`src/design/conv_cfg_defs.svh`:
```
// Register offsets, field positions, reset values and timing counts of the converter configuration block.
//==============================================================================
`ifndef CONV_CFG_DEFS_SVH
`define CONV_CFG_DEFS_SVH

`define ADDR_CONFIG      8'hbc
`define ADDR_RESULT_LOW  8'hbd
`define ADDR_RESULT_HIGH 8'hbe

`define DIV_MSB          7
`define DIV_LSB          3
`define LJST_BIT         2
`define BYTE_RES_BIT     1
`define GAIN_BIT         0

`define CONFIG_RESET     8'hf8
`define RESULT_RESET     8'h00
`define DIV_MIN_MPC      5'h01

`define BITS_10          4'ha
`define BITS_SHORTER     4'h2

`endif

```
`src/design/conv_cfg_pkg.sv`:
```
// Types shared by the converter configuration block.
package conv_cfg_pkg;

   typedef struct packed
   {
      logic       write;
      logic       read;
      logic [7:0] addr;
      logic [7:0] wdata;
   } sfr_req_t;

   typedef struct packed
   {
      logic [4:0] divider;
      logic       left_justify_select;
      logic       byte_resolution_enable;
      logic       input_gain_select;
   } config_t;

   typedef enum logic [1:0]
   {
      st_idle,
      st_convert,
      st_done
   } conv_state_t;

endpackage

```
`src/design/conv_cfg.sv`:
```
// Converter configuration and result formatting block.
`timescale 1ns/1ps
`include "conv_cfg_defs.svh"
module conv_cfg
   import conv_cfg_pkg::*;
#(
   parameter int CODE_W = 10
)
(
   // Clock and reset
   input  wire logic              clk,
   input  wire logic              reset_n,
   // Special function register access
   input  wire sfr_req_t          sfr_req,
   output logic [7:0]             sfr_rdata,
   // Converter core
   input  wire logic              conv_start,
   input  wire logic              sar_bit,
   output logic                   conversion_clock_en,
   output logic                   converting,
   output logic                   conv_done,
   output logic                   input_gain_select,
   output logic                   byte_resolution_enable,
   output logic [CODE_W-1:0]      last_code
);

   //==========================================================================
   // Configuration register

   config_t cfg;
   config_t next_cfg;
   logic [7:0] result_low_byte;
   logic [7:0] result_high_byte;
   logic [7:0] next_result_low_byte;
   logic [7:0] next_result_high_byte;

   always_comb
   begin
      next_cfg = cfg;
      if (sfr_req.write && sfr_req.addr == `ADDR_CONFIG)
      begin
         next_cfg.divider                = sfr_req.wdata[`DIV_MSB:`DIV_LSB];
         next_cfg.left_justify_select    = sfr_req.wdata[`LJST_BIT];
         next_cfg.byte_resolution_enable = sfr_req.wdata[`BYTE_RES_BIT];
         next_cfg.input_gain_select      = sfr_req.wdata[`GAIN_BIT];
      end
   end

   assign input_gain_select      = cfg.input_gain_select;
   assign byte_resolution_enable = cfg.byte_resolution_enable;

   //==========================================================================
   // Conversion clock

   logic conv_tick;

   conv_clock_divider #(
      .DIV_W (5)
   ) u_div (
      .clk                (clk),
      .reset_n            (reset_n),
      .conv_clock_divider (cfg.divider),
      .conv_tick          (conv_tick)
   );

   assign conversion_clock_en = conv_tick;

   //==========================================================================
   // Successive approximation sequencing

   conv_state_t state;
   conv_state_t next_state;
   logic [3:0]        bit_count;
   logic [3:0]        next_bit_count;
   logic [CODE_W-1:0] code;
   logic [CODE_W-1:0] next_code;
   logic [CODE_W-1:0] next_last_code;
   logic              mode8;
   logic              next_mode8;

   // Resolution is latched at start so a mid-conversion write cannot mix formats.
   function automatic logic [3:0] conv_length(input logic byte_mode);
      conv_length = byte_mode ? (`BITS_10 - `BITS_SHORTER) : `BITS_10;
   endfunction

   always_comb
   begin
      next_state     = state;
      next_bit_count = bit_count;
      next_code      = code;
      next_mode8     = mode8;
      next_last_code = last_code;
      case (state)
         st_idle:
         begin
            if (conv_start)
            begin
               next_state     = st_convert;
               next_mode8     = cfg.byte_resolution_enable;
               next_bit_count = conv_length(cfg.byte_resolution_enable);
               next_code      = '0;
            end
         end
         st_convert:
         begin
            if (conv_tick)
            begin
               next_code = {code[CODE_W-2:0], sar_bit};
               next_bit_count = bit_count - 1'b1;
               if (bit_count == 4'h1)
                  next_state = st_done;
            end
         end
         st_done:
         begin
            // An 8-bit result is left-aligned into the 10-bit code width.
            next_last_code = mode8 ? {code[7:0], 2'b00} : code;
            next_state     = st_idle;
         end
         default:
            next_state = st_idle;
      endcase
   end

   assign converting = (state == st_convert);
   assign conv_done  = (state == st_done);

   //==========================================================================
   // Result formatting

   function automatic logic [15:0] format_result(input logic [CODE_W-1:0] c, input logic byte_mode,
                                                 input logic ljst);
      if (byte_mode)
         format_result = {c[CODE_W-1:CODE_W-8], 8'h00};
      else if (ljst)
         format_result = {c, 6'h00};
      else
         format_result = {6'h00, c};
   endfunction

   logic [15:0] formatted;

   always_comb
   begin
      formatted             = format_result(next_last_code, mode8, cfg.left_justify_select);
      next_result_high_byte = result_high_byte;
      next_result_low_byte  = result_low_byte;
      if (state == st_done)
      begin
         next_result_high_byte = formatted[15:8];
         next_result_low_byte  = formatted[7:0];
      end
      else if (sfr_req.write && sfr_req.addr == `ADDR_RESULT_HIGH)
         next_result_high_byte = sfr_req.wdata;
      else if (sfr_req.write && sfr_req.addr == `ADDR_RESULT_LOW)
         next_result_low_byte = sfr_req.wdata;
   end

   //==========================================================================
   // Read path

   logic [7:0] next_sfr_rdata;

   always_comb
   begin
      case (sfr_req.addr)
         `ADDR_CONFIG:      next_sfr_rdata = {cfg.divider, cfg.left_justify_select,
                                              cfg.byte_resolution_enable, cfg.input_gain_select};
         `ADDR_RESULT_LOW:  next_sfr_rdata = result_low_byte;
         `ADDR_RESULT_HIGH: next_sfr_rdata = result_high_byte;
         default:           next_sfr_rdata = 8'h00;
      endcase
   end

   //==========================================================================
   // Registers

   always_ff @(posedge clk)
   begin
      if (!reset_n)
      begin
         cfg              <= config_t'(`CONFIG_RESET);
         result_low_byte  <= `RESULT_RESET;
         result_high_byte <= `RESULT_RESET;
         state            <= st_idle;
         bit_count        <= '0;
         code             <= '0;
         mode8            <= 1'b0;
         last_code        <= '0;
         sfr_rdata        <= 8'h00;
      end
      else
      begin
         cfg              <= next_cfg;
         result_low_byte  <= next_result_low_byte;
         result_high_byte <= next_result_high_byte;
         state            <= next_state;
         bit_count        <= next_bit_count;
         code             <= next_code;
         mode8            <= next_mode8;
         last_code        <= next_last_code;
         sfr_rdata        <= next_sfr_rdata;
      end
   end
endmodule

```
`src/design/conv_clock_divider.sv`:
```
// Divider that derives the conversion clock enable from the system clock.
`timescale 1ns/1ps
`include "conv_cfg_defs.svh"
module conv_clock_divider
   import conv_cfg_pkg::*;
#(
   parameter int DIV_W = 5
)
(
   // Clock and reset
   input  wire logic             clk,
   input  wire logic             reset_n,
   // Divider setting
   input  wire logic [DIV_W-1:0] conv_clock_divider,
   // Conversion clock
   output logic                  conv_tick
);

   logic [DIV_W-1:0] count;
   logic [DIV_W-1:0] next_count;
   logic [DIV_W-1:0] last_div;
   logic [DIV_W-1:0] next_last_div;

   // A change of divider restarts the count so no stretched period follows.
   always_comb
   begin
      next_last_div = conv_clock_divider;
      if (conv_clock_divider != last_div)
         next_count = '0;
      else if (count >= conv_clock_divider)
         next_count = '0;
      else
         next_count = count + 1'b1;
   end

   always_ff @(posedge clk)
   begin
      if (!reset_n)
      begin
         count    <= '0;
         last_div <= '0;
      end
      else
      begin
         count    <= next_count;
         last_div <= next_last_div;
      end
   end

   assign conv_tick = (count >= conv_clock_divider) && (conv_clock_divider == last_div);
endmodule

```
`config.mk`:
```
export PLATFORM = sky130hd
export DESIGN_NAME = conv_cfg
export DESIGN_NICKNAME = d
export VERILOG_FILES = /design/src/design/conv_cfg_pkg.sv /design/src/design/conv_cfg.sv /design/src/design/conv_clock_divider.sv
export VERILOG_INCLUDE_DIRS = /design/src /design/src/design
export SDC_FILE = /design/constraint.sdc
export NUM_CORES = 1
export LEC_CHECK = 0
export CAP_MARGIN = 10
export CORE_MARGIN = 3
export CORE_UTILIZATION = 29
export DETAILED_ROUTE_END_ITERATION = 6
export DONT_BUFFER_PORTS = 1
export GPL_TIMING_DRIVEN = 0
export PLACE_DENSITY_LB_ADDON = 0.15
export SLEW_MARGIN = 20
export SYNTH_ARGS = -nofsm -noshare
export SYNTH_HDL_FRONTEND = slang
export SYNTH_SLANG_ARGS = --single-unit
```
`constraint.sdc`:
```
create_clock -name clk -period 4.7 [get_ports clk]
set_input_delay 0.47 -clock clk [delete_from_list [all_inputs] [get_ports clk]]
set_output_delay 0.47 -clock clk [all_outputs]
set_load 0.01 [all_outputs]
```
# ---- Word level (Yosys, flattened, before mapping)
# Index checks and enable logic that the tools add are counted.
dict set report totals {
  n_memories 0
  wordCells 64
  out_inout_bits 23
  mem_bits_rw 0
  inputBits 22
  mem_bits_ro 0
  reg_bits 69
  latch_bits 0
}
dict set report classes {
  mul 0
  muxes 21
  order_cmp 1
  n_div 0
  reduce_logical 13
  n_eq_ne 12
  n_bitwise 1
  n_shift 0
  addsub 2
}
# cell n
set ops {}
lappend ops {{$mux W10} 4}
lappend ops {{$mux W8} 5}
lappend ops {{$mux W16} 2}
lappend ops {{$eq A8 B8 Y1 const B} 3}
lappend ops {{$pmux W8 S3} 1}
lappend ops {{$pmux W10 S2} 1}
lappend ops {{$mux W2} 4}
lappend ops {{$mux W4} 2}
lappend ops {{$pmux W4 S2} 1}
lappend ops {{$ne A2 B2 Y1 const B} 3}
lappend ops {{$reduce_and A3 Y1} 2}
lappend ops {{$reduce_bool A2 Y1} 3}
lappend ops {{$add A5 B1 Y5 const B} 1}
lappend ops {{$eq A5 B5 Y1} 1}
lappend ops {{$ge A5 B5 Y1} 1}
lappend ops {{$ne A5 B5 Y1} 1}
lappend ops {{$eq A4 B1 Y1 const B} 1}
lappend ops {{$logic_and A1 B1 Y1} 4}
lappend ops {{$pmux W2 S2} 1}
lappend ops {{$reduce_and A2 Y1} 2}
lappend ops {{$sub A4 B1 Y4 const B} 1}
lappend ops {{$reduce_or A3 Y1} 1}
lappend ops {{$eq A2 B1 Y1 const B} 1}
lappend ops {{$eq A2 B2 Y1 const B} 1}
lappend ops {{3 further kinds} 3}

# ---- Longest topological paths before layout
dict set report logic_depth {
  depth_word 5
  depth_mapped 8
  ltp_nobuf 7
}

# ---- Hierarchy
# Synthesis repeated with hierarchy kept, for this count alone.
dict set report hier_totals {
  cells_unflattened 346
  hier_area_um2 3214.3
}
# mod n_inst seq_area_each_um2 area_each_um2 cells_per_inst
set by_module_without_submodules {}
lappend by_module_without_submodules {conv_cfg 1 1181.1 2706.3 294}
lappend by_module_without_submodules {conv_clock_divider 1 200.2 508.0 52}

# ---- Worst setup path before layout
# No wires, ideal clock.
dict set report synth_path {
  path_type {reg2out}
  start {reg cfg[5] (netlist name)}
  end {out conversion_clock_en}
  t_required_ps 4230
  arrival_time_ps 1445
  stages_incl_launch_ff 7
  n_path_buf 0
  setup_slack_ps 2785
  path_cell_list {dfxtp_1 inv_1 ha_1 nand2_1 o21ai_1 a31oi_1 nor3_1}
}
dict set report synth_between {
  elab_chain_cells 2
  word_cells_on_any_way 3
  classes_between {1 x order compare; 1 x eq/ne; 1 x reduce/logical}
}
# item line
set synth_rtl {}
lappend synth_rtl {{start: declaration} conv_cfg.sv:30} ;# config_t cfg;
lappend synth_rtl {{start signal: assignment} conv_cfg.sv:182} ;# cfg <= config_t'(`CONFIG_RESET);
lappend synth_rtl {{start signal: assignment} conv_cfg.sv:194} ;# cfg <= next_cfg;
lappend synth_rtl {{$ge A5 B5 Y1 / $eq A5 B5 Y1 (equally long branches)} conv_clock_divider.sv:50} ;# assign conv_tick = (count >= conv_clock_divider) && (conv_clock_divider == last_div);
lappend synth_rtl {{$logic_and A1 B1 Y1 (*)} conv_clock_divider.sv:50}
lappend synth_rtl {{end: declaration} conv_cfg.sv:19} ;# output logic conversion_clock_en,
# Mark *: on every way between the ends. The rest lies on a longest branch, timed or not.

# ---- Worst setup path in the final report
# Same ends and word-level chain as after synthesis.

==> impl_metrics.py <==
metrics = {
    "grt": {
        "antenna_found_initial": 0,
        "grt_usage": 0.147,
        "grt_pass1_wl_um": 14500,
        "overflow": 0,
        "grt_pass1_vias": 2665,
        "grt_max_degree": 11,
    },
    "yosys": {
        "avgSynthCellArea_um2": 8.57,
        "synth_area_leaders": "dfxtp_1 (43%), mux2i_1 (7.5%), a21oi_1 (6.2%), nor2_1 (6.0%), nand2_1 (3.5%)",
        "synth_cell_type_count": 47,
        "yosysTopAreaCellShare": 0.430,
        "yosysSeqAreaShare": 0.430,
        "synth-seq-cells": 69,
        "synthFlopType": "dfxtp_1",
        "syn-cell-area_um2": 3220,
        "synth_area_leader_cell": "dfxtp_1",
        "synthArstFlopShare": 0,
        "yosysWarningCount": 0,
        "synth-edff-count": 0,
        "synth_nets": 405,
        "synthCells": 375,
    },
    "layout": {
        "final.fill_count": 1154,
        "syn_to_final_growth_pct": 10.6,
        "design_area_um2": 3560,
        "nNetsFinal": 416,
        "final_util": 0.337,
        "antenna_cells": 0,
        "seqCellArea_um2": 1380,
        "multiInputGateArea_um2": 1680,
        "drive_gt1_frac": 0.0870,
    },
    "worst_setup_path": {
        "critical_path_class": "flop to primary output",
        "end_kind": "primary output",
        "start_kind": "flop",
        "worstPathMaxFanout": 7,
        "worstPathArrival_ns": 2.21,
        "r2r_slack_ns": 2.40,
        "required_ns": 4.23,
    },
    "sta": {
        "max_freq_ghz": 0.373,
        "rsz0062_at_grt": "no",
        "finalHoldViolCount": 0,
        "setup_viol": 0,
        "fin_setup_tns_ns": 0,
        "min_period_ns": 2.68,
        "fin_worst_skew_ns": 0.00628,
        "slew_headroom": 0.578,
        "drv_slew": 0,
        "worst_pin_slew_ns": 0.628,
        "finalCritPeriodShare": 0.570,
    },
    "worst_hold_path": {
        "hold_class": "primary input to flop",
    },
    "clock_tree": {
        "cts_root_buffer": "clkbuf_8",
        "cts_buffers": 9,
        "cts-hold-fix-buffers": 0,
        "htree_levels": 3,
        "cts_tree": "yes",
        "cts_resized": 0,
        "post_cts_buffers": 0,
        "clockBufferDepth": 2,
        "insertion_delay_ns": 0.35,
        "clock-sinks": 69,
        "clk_pin_slew_ns": 0.07,
    },
    "route": {
        "ant_nets": 0,
        "drt_iter0_drc": 73,
        "drc": 0,
        "postRouteWirelength_um": 8790,
        "vias": 2668,
        "via_per_inst": 5.06,
        "first_pass_iters": 4,
        "wl_per_cell_um": 16.7,
    },
    "floorplanning": {
        "dieHeight_um": 111,
        "rows": 37,
        "dieArea_um2": 12400,
        "die-width_um": 111,
        "initial_core_util": 0.305,
        "ioPinCount": 45,
        "core_region_area_um2": 10600,
    },
    "power": {
        "power.static_leakage_nw": 1.25,
        "powerDensity_nw_per_um2": 303,
        "peakVddDrop_uv": 121,
        "power.total_mw": 1.08,
    },
    "placed_design": {
        "dpl.hpwl_um": 6600,
        "routabilityCongestion": 0.782,
        "port_buffers": 0,
        "dpl_cell_area_um2": 3390,
    },
    "run": {
        "cap_viol_max_count": 0,
    },
    "outcome": {
        "status": "complete, no violations",
    },
}
-- through the flow --
stage / std cells / setup WS (ns) / hold slack (ns)
after detailed placement: 511 / 2.31 / 0.448
after CTS: 527 / 1.92 / 0.235
after global routing: 527 / 1.82 / 0.235
after global placement: 511 / 2.36 / 0.447
final: 527 / 2.02 / 0.253
after floorplan: 375 / 2.78 / 0.430
-- final timing paths --
kind | endpoint | depth (start not counted) | startpoint
setup / recovery | conversion_clock_en | 6 | cfg[5]
hold / removal | cfg[3] | 2 | sfr_req[3]
setup reg to reg | u_div.count[3] | 8 | cfg[5]
hold reg to reg | result_high_byte[0] | 2 | result_high_byte[0]
-- cells in the mapped netlist (6+ instances only) --
| master | number |
|---|---|
| ha_1 | 8 |
| a221oi_1 | 6 |
| o21ai_1 | 7 |
| inv_1 | 10 |
| nand2_1 | 30 |
| clkbuf_1 | 12 |
| nand3_1 | 15 |
| xnor2_1 | 6 |
| o211ai_1 | 15 |
| buf_2 | 12 |
| a211oi_1 | 6 |
| nor3_1 | 8 |
| mux2i_1 | 24 |
| nor2_1 | 51 |
| a21oi_1 | 40 |
| dfxtp_1 | 69 |
-- area by class of cell --
type / instances / area share
multi-input cells: 269 / 0.471
flip-flops and latches: 69 / 0.388
well taps: 136 / 0.0478
clock buffers: 15 / 0.0468
plain buffers: 26 / 0.0327
inverters: 11 / 0.0116
clock inverters: 1 / 0.00141
-- where the power goes --
part | switching [mW] | internal, mW
Combinational | 0.0335 | 0.0180
Clock | 0.212 | 0.221
Sequential | 0.00338 | 0.590
-- critical path, stage by stage, from the launching register on --
cell and delay, ns:
dfxtp_1 0.39, inv_1 0.10, ha_1 0.30, nand2_1 0.05, o21ai_1 0.17, a31oi_1 0.25
nor3_1 0.60
-- flip-flops by register name (all words and copies together), names as in the netlist --
name	count
bit_count	4
byte_resolution_enable	1
cfg	6
code	10
input_gain_select	1
last_code	10
mode8	1
result_high_byte	8
result_low_byte	8
sfr_rdata	8
state	2
u_div.count	5
u_div.last_div	5
-- cells in the final DEF (no fill, tap or decap), drive strengths merged, types with 5 or more instances in the layout --
cell	count
mux2i	24
inv	11
a21oi	40
o21ai	10
nor3	10
xnor2	6
clkbuf	27
dfxtp	69
nor2	51
o211ai	15
a221oi	6
nor2b	5
a211oi	6
nand2	31
ha	8
buf	14
nand3	16
-- layer usage --
layer  global-route usage  routed length [µm]  part of all wire
met1                0.185                4150              0.47
met2                0.241                4080              0.46
met3               0.0437                 423             0.048
met4               0.0503                 137             0.016
met5                    0                   0                 0
-- cell families after synthesis --
group,count (synthesis),synth area share
adders and majority gates,8,0.0311
buffers and inverters,37,0.0490
AOI/OAI and AO/OA,97,0.198
muxes,24,0.0747
xor gates and xnor gates,8,0.0218
DFF,69,0.430
and+or+nand+nor,132,0.196
(Power assumes the default switching activity.)
